### config.mk
export PLATFORM = sky130hd
export DESIGN_NAME = fcis_core
export DESIGN_NICKNAME = d
export VERILOG_FILES = /design/src/fcis_pkg.sv /design/src/fcis_core.sv
export VERILOG_INCLUDE_DIRS = /design/src
export SDC_FILE = /design/constraint.sdc
export NUM_CORES = 1
export LEC_CHECK = 0
export BUFFER_PORTS_ARGS = -buffer_cell sky130_fd_sc_hd__buf_2
export CAP_MARGIN = 20
export CORE_MARGIN = 3
export CORE_UTILIZATION = 50
export CTS_BUF_LIST = sky130_fd_sc_hd__clkbuf_4
export CTS_CLUSTER_SIZE = 10
export DETAILED_ROUTE_END_ITERATION = 6
export PLACE_DENSITY = 0.74
export SLEW_MARGIN = 20
export SYNTH_ARGS = -nofsm -noshare
export SYNTH_HDL_FRONTEND = slang
export SYNTH_SLANG_ARGS = --single-unit
### constraint.sdc
create_clock -name clk_sys -period 12.1 [get_ports clk_sys]
set_clock_uncertainty 0.05 [all_clocks]
set_input_delay 3.63 -clock clk_sys [delete_from_list [all_inputs] [get_ports clk_sys]]
set_output_delay 3.63 -clock clk_sys [all_outputs]
set_load 0.05 [all_outputs]
### src/fcis_map.svh
// Purpose: Offsets, field positions, reset values and timing counts of the friction and inertia block.
// Assumes: Avalon-MM word addressing by byte address, 32-bit data.
// Notes: Definitions only.
// What this block does
// - Offset compensation added outside torque control.
// - Forward command adds forward friction value.
// - Negative command adds reverse friction value.
// - Total is offset plus direction friction value.
// - Direction latch cleared at power-up, de-energising.
// - Torque control forces both compensations zero.
// - Velocity servo-off: offset applied, friction zero.
// - Position servo-on: hold until first command.
// - Select OFF first ratio, ON second.
// - Switching works in all modes 0-6.
`ifndef FCIS_MAP_SVH
`define FCIS_MAP_SVH
`define FCIS_TW 16
`define FCIS_OFS_MODE 8'h00
`define FCIS_OFS_OFFSET 8'h04
`define FCIS_OFS_FWD 8'h08
`define FCIS_OFS_REV 8'h0C
`define FCIS_OFS_INERTIA1 8'h10
`define FCIS_OFS_INERTIA2 8'h14
`define FCIS_OFS_FUNCEXP 8'h18
`define FCIS_OFS_STATUS 8'h1C
`define FCIS_OFS_COMP 8'h20
`define FCIS_FUNCEXP_INERTIA_BIT 3
`define FCIS_RST_MODE 3'h0
`define FCIS_RST_WORD 16'h0000
`define FCIS_MODE_POS 3'h0
`define FCIS_MODE_VEL 3'h1
`define FCIS_MODE_TRQ 3'h2
`define FCIS_MODE_POSVEL 3'h3
`define FCIS_MODE_POSTRQ 3'h4
`define FCIS_MODE_VELTRQ 3'h5
`define FCIS_MODE_FULL 3'h6
`define FCIS_CLK_NS 100
`define FCIS_CTRL_PERIOD_NS 1000
`endif

### src/fcis_pkg.sv
// Purpose: Types shared by the friction and inertia block.
// Assumes: fcis_map.svh supplies the torque width.
// Notes: Types only.
`include "fcis_map.svh"
package fcis_pkg;
	// Latched direction of the most recent nonzero positional command.
	typedef enum logic [1:0] {DIR_NONE, DIR_FWD, DIR_REV} fcis_dir_t;
	// Loop that is actually running after hybrid modes are resolved.
	typedef enum logic [1:0] {LOOP_POS, LOOP_VEL, LOOP_TRQ} fcis_loop_t;
	// Positional command word from the host side.
	typedef struct packed {
		logic valid;
		logic signed [`FCIS_TW-1:0] value;
	} fcis_poscmd_t;
	// Pair of compensation terms.
	typedef struct packed {
		logic signed [`FCIS_TW-1:0] offset;
		logic signed [`FCIS_TW-1:0] dyn;
	} fcis_comp_t;
endpackage : fcis_pkg

### src/fcis_core.sv
// Purpose: Adds offset and dynamic friction compensation to the torque command and picks the inertia ratio.
// Assumes: Positional commands and servo state come from logic on clk_sys; the select pins are asynchronous.
// Notes: Registers sit on an Avalon-MM slave with one wait cycle per access.
// Notes: Compensation terms and both outputs move only on the control tick.
// Notes: The servo-on input and the positional command are same-clock signals and are not synchronised.
// Notes: Inertia switching needs bit 3 of the function expansion word.
`timescale 1ns/10ps
`default_nettype none
`include "fcis_map.svh"
module fcis_core #(
	parameter int CTRL_DIV = `FCIS_CTRL_PERIOD_NS / `FCIS_CLK_NS
) (
	input wire logic clk_sys, // System clock, 10 MHz.
	input wire logic rst_n, // Asynchronous reset, active low.
	input wire logic [7:0] avs_address, // Byte address.
	input wire logic avs_read, // Read request.
	input wire logic avs_write, // Write request.
	input wire logic [31:0] avs_writedata, // Write data.
	output logic [31:0] avs_readdata, // Read data.
	output logic avs_waitrequest, // Stall while high.
	input wire fcis_pkg::fcis_poscmd_t posCmd, // Positional command, one cycle valid.
	input wire logic servoOn, // Motor energised.
	input wire logic inertiaSelPin, // Inertia-select pin, high means ON.
	input wire logic modeSelPin, // Hybrid mode select pin, high picks the second loop.
	input wire logic signed [`FCIS_TW-1:0] torqueCmdIn, // Torque command from the loop.
	output logic signed [`FCIS_TW-1:0] torqueCmdOut, // Compensated torque command.
	output logic [`FCIS_TW-1:0] inertiaRatio, // Inertia ratio in use.
	output logic ctrlTick // One-cycle pulse per control cycle.
);
	// One extra count of headroom keeps the wrap compare inside the divider width.
	localparam int DW = $clog2(CTRL_DIV + 1); // Divider width.

	// Saturating signed add used for the compensation sum and the output.
	// Large friction values on top of a large torque command can leave the 16-bit range.
	// Clamping to the nearest limit keeps the sign right, where a plain wrap would reverse it.
	// The sum is formed one bit wider so that overflow shows as a mismatch of the top two bits.
	function automatic logic signed [`FCIS_TW-1:0] satAdd(input logic signed [`FCIS_TW-1:0] a,
		input logic signed [`FCIS_TW-1:0] b);
		logic signed [`FCIS_TW:0] s;
		s = {a[`FCIS_TW-1], a} + {b[`FCIS_TW-1], b};
		if (s[`FCIS_TW] != s[`FCIS_TW-1]) begin
			satAdd = s[`FCIS_TW] ? {1'b1, {(`FCIS_TW-1){1'b0}}} : {1'b0, {(`FCIS_TW-1){1'b1}}};
		end else begin
			satAdd = s[`FCIS_TW-1:0];
		end
	endfunction : satAdd

	// Reset release synchroniser.
	// Assertion reaches every register at once; release passes two flops.
	// No register can then leave reset close to a clock edge.
	logic rstMeta_q;
	logic rstSync_q;
	always_ff @(posedge clk_sys or negedge rst_n) begin
		if (!rst_n) begin
			rstMeta_q <= 1'b0;
			rstSync_q <= 1'b0;
		end else begin
			rstMeta_q <= 1'b1;
			rstSync_q <= rstMeta_q;
		end
	end

	// Pin synchronisers; only the second stage is read by logic.
	// Bit 0 carries the inertia select pin and bit 1 the hybrid mode select pin.
	// The host moves both pins with no regard to this clock.
	logic [1:0] pinMeta_q;
	logic [1:0] pinSync_q;
	always_ff @(posedge clk_sys or negedge rstSync_q) begin
		if (!rstSync_q) begin
			pinMeta_q <= 2'h0;
			pinSync_q <= 2'h0;
		end else begin
			pinMeta_q <= {modeSelPin, inertiaSelPin};
			pinSync_q <= pinMeta_q;
		end
	end

	// Control-cycle divider.
	// The count starts at zero after reset and wraps after CTRL_DIV cycles.
	// The tick stands in the last count of every period.
	// The tick is decoded from the count, so it is a one-cycle pulse.
	logic [DW-1:0] div_q;
	logic [DW-1:0] div_d;
	always_comb begin
		div_d = div_q + DW'(1);
		if (div_q == DW'(CTRL_DIV - 1)) begin
			div_d = '0;
		end
	end
	always_ff @(posedge clk_sys or negedge rstSync_q) begin
		if (!rstSync_q) begin
			div_q <= '0;
		end else begin
			div_q <= div_d;
		end
	end
	assign ctrlTick = (div_q == DW'(CTRL_DIV - 1));

	// Software registers.
	// Each value sits in the low bits of its word and the upper bits read as zero.
	// Signed values read back without sign extension.
	logic [2:0] mode_q, mode_d; // Control mode setting.
	logic signed [`FCIS_TW-1:0] offset_q, offset_d; // Offset load compensation value.
	logic signed [`FCIS_TW-1:0] fwd_q, fwd_d; // Forward friction value.
	logic signed [`FCIS_TW-1:0] rev_q, rev_d; // Reverse friction value.
	logic [`FCIS_TW-1:0] inert1_q, inert1_d; // First inertia ratio.
	logic [`FCIS_TW-1:0] inert2_q, inert2_d; // Second inertia ratio.
	logic [`FCIS_TW-1:0] funcExp_q, funcExp_d; // Function expansion setting.
	logic ack_q, ack_d; // High in the cycle the access completes.
	logic [31:0] rdata_q, rdata_d; // Read data register.

	// Compensation state.
	// The direction latch and the seen flag follow every clock; the terms follow the tick.
	fcis_pkg::fcis_dir_t dir_q, dir_d; // Latched command direction.
	logic seen_q, seen_d; // A nonzero positional command arrived since servo-on.
	fcis_pkg::fcis_comp_t comp_q, comp_d; // Applied compensation terms.
	logic signed [`FCIS_TW-1:0] torque_q, torque_d; // Output torque.
	logic [`FCIS_TW-1:0] ratio_q, ratio_d; // Output inertia ratio.
	logic signed [`FCIS_TW-1:0] compSum; // Offset plus dynamic term.
	fcis_pkg::fcis_loop_t loop; // Loop currently running.

	// Sum of the two terms now in force; software can read it back.
	assign compSum = satAdd(comp_q.offset, comp_q.dyn);

	// Bus slave: one wait cycle, read data captured as the wait ends.
	// The first cycle of every access stalls and sets ack; the second completes it.
	// Read data are loaded into a register at the end of the stall cycle, so they stand
	// in the completion cycle and until the stall cycle of the next read ends.
	// Unmapped addresses read as zero and ignore writes; the two read-only words also ignore writes.
	always_comb begin
		mode_d = mode_q;
		offset_d = offset_q;
		fwd_d = fwd_q;
		rev_d = rev_q;
		inert1_d = inert1_q;
		inert2_d = inert2_q;
		funcExp_d = funcExp_q;
		rdata_d = rdata_q;
		ack_d = (avs_read || avs_write) && !ack_q;
		// Read decode runs in the stall cycle.
		if (ack_d && avs_read) begin
			rdata_d = 32'h0000_0000;
			if (avs_address == `FCIS_OFS_MODE) begin
				rdata_d = {29'h0, mode_q};
			end else if (avs_address == `FCIS_OFS_OFFSET) begin
				rdata_d = {16'h0, offset_q};
			end else if (avs_address == `FCIS_OFS_FWD) begin
				rdata_d = {16'h0, fwd_q};
			end else if (avs_address == `FCIS_OFS_REV) begin
				rdata_d = {16'h0, rev_q};
			end else if (avs_address == `FCIS_OFS_INERTIA1) begin
				rdata_d = {16'h0, inert1_q};
			end else if (avs_address == `FCIS_OFS_INERTIA2) begin
				rdata_d = {16'h0, inert2_q};
			end else if (avs_address == `FCIS_OFS_FUNCEXP) begin
				rdata_d = {16'h0, funcExp_q};
			end else if (avs_address == `FCIS_OFS_STATUS) begin
				rdata_d = {26'h0, pinSync_q, seen_q, servoOn, dir_q};
			end else if (avs_address == `FCIS_OFS_COMP) begin
				rdata_d = {16'h0, compSum};
			end
		end
		// Writes land on the edge where waitrequest is low.
		if (ack_q && avs_write) begin
			if (avs_address == `FCIS_OFS_MODE) begin
				mode_d = avs_writedata[2:0];
			end else if (avs_address == `FCIS_OFS_OFFSET) begin
				offset_d = avs_writedata[15:0];
			end else if (avs_address == `FCIS_OFS_FWD) begin
				fwd_d = avs_writedata[15:0];
			end else if (avs_address == `FCIS_OFS_REV) begin
				rev_d = avs_writedata[15:0];
			end else if (avs_address == `FCIS_OFS_INERTIA1) begin
				inert1_d = avs_writedata[15:0];
			end else if (avs_address == `FCIS_OFS_INERTIA2) begin
				inert2_d = avs_writedata[15:0];
			end else if (avs_address == `FCIS_OFS_FUNCEXP) begin
				funcExp_d = avs_writedata[15:0];
			end
		end
	end
	always_ff @(posedge clk_sys or negedge rstSync_q) begin
		if (!rstSync_q) begin
			mode_q <= `FCIS_RST_MODE;
			offset_q <= `FCIS_RST_WORD;
			fwd_q <= `FCIS_RST_WORD;
			rev_q <= `FCIS_RST_WORD;
			inert1_q <= `FCIS_RST_WORD;
			inert2_q <= `FCIS_RST_WORD;
			funcExp_q <= `FCIS_RST_WORD;
			ack_q <= 1'b0;
			rdata_q <= 32'h0000_0000;
		end else begin
			mode_q <= mode_d;
			offset_q <= offset_d;
			fwd_q <= fwd_d;
			rev_q <= rev_d;
			inert1_q <= inert1_d;
			inert2_q <= inert2_d;
			funcExp_q <= funcExp_d;
			ack_q <= ack_d;
			rdata_q <= rdata_d;
		end
	end
	// Waitrequest drops in the second cycle of an access and stays low while idle.
	assign avs_waitrequest = (avs_read || avs_write) && !ack_q;
	assign avs_readdata = rdata_q;

	// Resolve hybrid modes with the mode select pin.
	// A hybrid mode runs its first named loop while the pin is low.
	// Codes above six fall back to the position loop.
	always_comb begin
		case (mode_q)
			`FCIS_MODE_POS, `FCIS_MODE_FULL: loop = fcis_pkg::LOOP_POS;
			`FCIS_MODE_VEL: loop = fcis_pkg::LOOP_VEL;
			`FCIS_MODE_TRQ: loop = fcis_pkg::LOOP_TRQ;
			`FCIS_MODE_POSVEL: loop = pinSync_q[1] ? fcis_pkg::LOOP_VEL : fcis_pkg::LOOP_POS;
			`FCIS_MODE_POSTRQ: loop = pinSync_q[1] ? fcis_pkg::LOOP_TRQ : fcis_pkg::LOOP_POS;
			`FCIS_MODE_VELTRQ: loop = pinSync_q[1] ? fcis_pkg::LOOP_TRQ : fcis_pkg::LOOP_VEL;
			default: loop = fcis_pkg::LOOP_POS;
		endcase
	end

	// Direction latch and compensation terms.
	// A zero command keeps the old direction, and servo-off clears it together with the seen flag.
	// On the tick the terms are chosen from the loop that runs; the torque output takes the terms
	// registered on the previous tick, so a new term reaches the output one control cycle later.
	// The inertia ratio is picked on the same tick in every mode.
	// A hybrid mode switch takes effect on the next tick.
	always_comb begin
		dir_d = dir_q;
		seen_d = seen_q;
		comp_d = comp_q;
		torque_d = torque_q;
		ratio_d = ratio_q;
		// Direction follows nonzero commands only.
		if (!servoOn) begin
			dir_d = fcis_pkg::DIR_NONE;
			seen_d = 1'b0;
		end else if (posCmd.valid && posCmd.value != '0) begin
			dir_d = posCmd.value[`FCIS_TW-1] ? fcis_pkg::DIR_REV : fcis_pkg::DIR_FWD;
			seen_d = 1'b1;
		end
		// Terms, torque and ratio move only on the control tick.
		if (ctrlTick) begin
			case (loop)
				// Torque loop: nothing is added.
				fcis_pkg::LOOP_TRQ: begin
					comp_d = '0;
				end
				// Velocity loop: offset always, direction term only while energised.
				fcis_pkg::LOOP_VEL: begin
					comp_d.offset = offset_q;
					comp_d.dyn = '0;
					if (servoOn && dir_q == fcis_pkg::DIR_FWD) begin
						comp_d.dyn = fwd_q;
					end else if (servoOn && dir_q == fcis_pkg::DIR_REV) begin
						comp_d.dyn = rev_q;
					end
				end
				default: begin
					// Servo-on position loop keeps old terms until a command arrives.
					if (!servoOn || seen_q) begin
						comp_d.offset = offset_q;
						comp_d.dyn = '0;
						if (dir_q == fcis_pkg::DIR_FWD) begin
							comp_d.dyn = fwd_q;
						end else if (dir_q == fcis_pkg::DIR_REV) begin
							comp_d.dyn = rev_q;
						end
					end
				end
			endcase
			torque_d = satAdd(torqueCmdIn, compSum);
			// Ratio choice is mode independent.
			// The second ratio needs the enable bit and the synchronised pin both high.
			ratio_d = inert1_q;
			if (funcExp_q[`FCIS_FUNCEXP_INERTIA_BIT] && pinSync_q[0]) begin
				ratio_d = inert2_q;
			end
		end
	end
	always_ff @(posedge clk_sys or negedge rstSync_q) begin
		if (!rstSync_q) begin
			dir_q <= fcis_pkg::DIR_NONE;
			seen_q <= 1'b0;
			comp_q <= '0;
			torque_q <= '0;
			ratio_q <= '0;
		end else begin
			dir_q <= dir_d;
			seen_q <= seen_d;
			comp_q <= comp_d;
			torque_q <= torque_d;
			ratio_q <= ratio_d;
		end
	end
	// Outputs come straight from flip-flops.
	assign torqueCmdOut = torque_q;
	assign inertiaRatio = ratio_q;
endmodule : fcis_core
`default_nettype wire

Word level (Yosys, flattened, before mapping). Index checks and enable logic that the tools add are counted. W data, S select, Z words.

Register bits: 209. Input port bits: 80. Output and inout bits: 66. Word-level logic and storage cells: 102.

Add/sub/neg operators: 3. Eq/ne operators: 21. Mux-type cells: 30. Bitwise operators: 6. Reduce and logical (&&, ||, !) cells: 22.

Operators by type and width (count): $mux W16 (17); $mux W32 (2); $pmux W32 S2 (1); $add A16 B16 Y17 (2); $eq A8 B5 Y1 const B (4); $eq A8 B4 Y1 const B (2); $reduce_bool A16 Y1 (1); $mux W2 (5); $pmux W2 S5 (1); $eq A8 B3 Y1 const B (1); $eq A8 B6 Y1 const B (1); $logic_not A8 Y1 (1); $reduce_and A8 Y1 (1); $logic_and A1 B1 Y1 (7); $reduce_and A7 Y1 (1); $eq A3 B2 Y1 const B (2); $eq A3 B3 Y1 const B (2); $not A1 Y1 (6); $reduce_and A6 Y1 (1); $reduce_and A5 Y1 (1); $add A4 B1 Y4 const B (1); $eq A2 B1 Y1 const B (2); $eq A2 B2 Y1 const B (2); $eq A4 B4 Y1 const B (1); 11 further kinds (17).

Depth between registers and ports, before layout.
Depth in word-level cells: 12. Depth in mapped cells: 19. Mapped depth without buffers: 17.

Least setup slack after synthesis. OpenSTA, ideal clock, no wires.

Kind: input -> output. From: in avs_write. To: out avs_waitrequest. Arrival: 4327 ps. Required time: 8420 ps. Path slack: 4093 ps. Stages on the path: 2. Buffers on the path: 0. Cells stage by stage: nor2_1 -> nor2_1.

Cells in the longest elaborated chain, start to end: 2.

Ends and longest elaborated chain: start: declaration (RTL line fcis_core.sv:17) `input wire logic avs_write,`; $logic_or A1 B1 Y1 (RTL line fcis_core.sv:206) `assign avs_waitrequest = (avs_read || avs_write) && !ack_q;`; $logic_and A1 B1 Y1 (RTL line fcis_core.sv:206); end: declaration (RTL line fcis_core.sv:20) `output logic avs_waitrequest,`.

No other way between the ends.

Worst setup path after layout. Same ends and word-level chain as after synthesis.

==> metrics.cfg <==
[run_status]
status=completed

[hold_path]
min_from=pinMeta_q[0]
hold_path.class=flip-flop to flip-flop
min_delay_path_depth=0

[critical_path]
critPathMaxStageDelay_ns=0.28
endpoint=avs_waitrequest
reg2reg_to=torqueCmdOut[10]
cp_slowest_cell=buf_2
r2r_slack_ns=6.35
crit_buf_inv=2
r2r_cells=17
startpoint=avs_write
crit_type=input port to output pin
cp_top_family=buffers and inverters
crit_chain=buf_2, nor2_1, nor2_1, buf_2
path_max_fanout=6
rr_startpoint=comp_q[0]
worstPathRequired_ns=8.42
end_kind=output pin
crit_path_start_kind=input port
worstPathArrival_ns=4.21
worstSetupPathDepth=4

[pwr]
p_int_mw=0.882
p_comb_share_pct=17.9
p_seq_share_pct=52.4
powerDensity_mw_per_mm2=115
power.clock.fraction_pct=29.7
peakVddDrop_uv=90.3
total_power_mw=1.33
power.leakage_nw=5.66
p_switching_mw=0.443
switching_share_pct=33.4

[placed_design]
io_buffers=113
gp_congestion=0.913
hpwlAfterDp_mm=19.5
place_ws_ns=4.20

[drt]
drtPass1Iterations=6
viasPerCell=6.02
drc=0
drt_wl_total_mm=26.9
wl_per_cell_um=19.3
dr_total_vias=8377
drt_first_iter_violations=901
postRouteAntennaNets=0

[job]
drv_cap=0

[sta]
max_freq_ghz=0.127
slew_headroom_pct=28.6
setup_slack_ns=4.21
hold_viol_final=0
min_period_ns=7.89
drv_slew=0
period_share_pct=65.2
setup_viol=0
final.setup.tns_ns=0
rsz0062_at_grt=false
tightestPinTransition_ns=1.07

[floorplan]
die-area_mm2=0.0228
die_h_um=151
core-area_mm2=0.0204
num_rows=52
start_util_pct=51.3
io_pins=146
die_x_um=151

[synth]
synth.most_common_cell=dfrtp_1
synth_edf_count=0
yosysUniqueCellTypes=73
syn_area_mm2=0.0105
ys_seq_area_share_pct=46.0
postSynthAreaPerCell_um2=10.3
synth_warnings=0
yosys_register_bits=193
synthTopCellsByCount=dfrtp_1 (193), nand2_1 (133), o21ai_0 (99)
synth_flop_cell=dfrtp_1
netlist_top_cells_area=dfrtp_1 (46%), mux2_2 (11%), nand2_1 (4.8%)
synth_top_area_share_pct=46.0
synth_largest_area_cell=dfrtp_1
synthCells=1021
async_reset_ff_share_pct=100

[cts]
hold_buffers=0
cts_root_buf=clkbuf_4
cts_tree=built
clk_latency_ns=0.61
h-tree-depth=4
cts_buffers=17
clockBufferDepth=2
path_clk_slew_ns=0.17
cts.sinks=193
ctsResizeCount=0
post_cts_buffers=0

[final_layout]
fillCellCount=1802
nNetsFinal=1223
drive_gt1_share_pct=24.4
syn2layout_area_growth_pct=10.0

[global_route]
grt_pass1_wl_mm=42.7
grt-ovfl-total=0
grt_max_degree=74
antenna_found_initial=2
track_usage_pct=24.0
grt_pass1_vias=7933

[state kept, by name, summed over array words and instances (netlist names)]
signal	flops
torqueCmdOut	16
inert2_q	16
rstMeta_q	1
seen_q	1
rstSync_q	1
div_q	4
dir_q	2
inertiaRatio	16
comp_q	32
fwd_q	16
pinMeta_q	2
pinSync_q	2
mode_q	3
ack_q	1
inert1_q	16
offset_q	16
avs_readdata	16
funcExp_q	16
rev_q	16
[logic make-up after synthesis]
kind of cell    synth area share [%]
simple gates                    10.8
compound gates                  18.6
fa+ha+maj                       6.64
xor+xnor                        1.92
mux                             12.0
buf+inv                         3.90
other cells                   0.0716
flops                           46.0
[layout by cell type (no fill, tap or decap), types with 7 or more instances in the layout]
cell type / Yosys / routed
dfrtp_1: 193 / 192
nand2_1: 133 / 133
buf_2: 12 / 113
o21ai_0: 99 / 99
mux2_2: 98 / 98
a21oi_1: 49 / 49
nor2_1: 39 / 39
ha_1: 34 / 34
maj3_1: 22 / 22
o221ai_1: 18 / 18
inv_1: 17 / 17
a22oi_1: 17 / 17
conb_1: 2 / 17
clkbuf_4: 0 / 17
mux2i_1: 16 / 16
nand3_1: 14 / 14
xor2_1: 13 / 13
a31oi_1: 13 / 13
a21o_1: 11 / 11
o21a_1: 10 / 10
xnor2_1: 10 / 10
o22ai_1: 10 / 10
o211ai_1: 9 / 9
nor3_1: 9 / 9
buf_4: 18 / 8
a211oi_1: 7 / 7
nand2b_1: 7 / 7
[metal layers]
metal  up-vias  track usage, %  share of wire [%]
li1       3903               -                  -
met1      4013            34.7                 44
met3        57            5.09                9.0
met5         -               0              0.048
met2       402            36.4                 44
met4         2            7.52                2.1
[through the flow]
stage               hold WS (ns)  util, %  cell area [um2]  std cells
floorplan                  0.281        -            10500       1036
global placement           0.283     54.7            11200       1357
detailed placement         0.288     54.7            11200       1357
CTS                        0.324     56.4            11500       1389
global route               0.333     56.5            11500       1392
finish                     0.323     56.5            11500       1392
[how the worst min path moves through the flow]
| stage | end | slack [ns] |
|---|---|---|
| 3_5_place_dp | pinSync_q[0] | 0.29 |
| 5_1_grt | pinSync_q[0] | 0.33 |
| 3_3_place_gp | rstSync_q | 0.28 |
| 4_1_cts | pinSync_q[0] | 0.32 |
| 6_report | pinSync_q[0] | 0.32 |
| 2_1_floorplan | pinSync_q[0] | 0.28 |
[power groups by stage]
stage                     Combinational, mW  Sequential [mW]  Clock [mW]
after CTS                             0.237            0.695       0.402
after detailed placement              0.236            0.707           0
final                                 0.237            0.695       0.393
after global placement                0.232            0.706           0
after global routing                  0.258            0.699       0.425
after floorplan                       0.118            0.763           0
[area by class of cell]
class | instances | area [um2] | share of cell area [%]
Clock inverter | 15 | 215 | 1.86
Multi-Input combinational cell | 756 | 5320 | 46.1
Timing Repair Buffer | 122 | 641 | 5.55
Sequential cell | 193 | 4830 | 41.9
Inverter | 17 | 63.8 | 0.553
Tap cell | 270 | 338 | 2.93
Clock buffer | 17 | 128 | 1.11
Antenna cell | 2 | 5.00 | 0.0434
No activity file was read; power rests on OpenSTA's default activity.
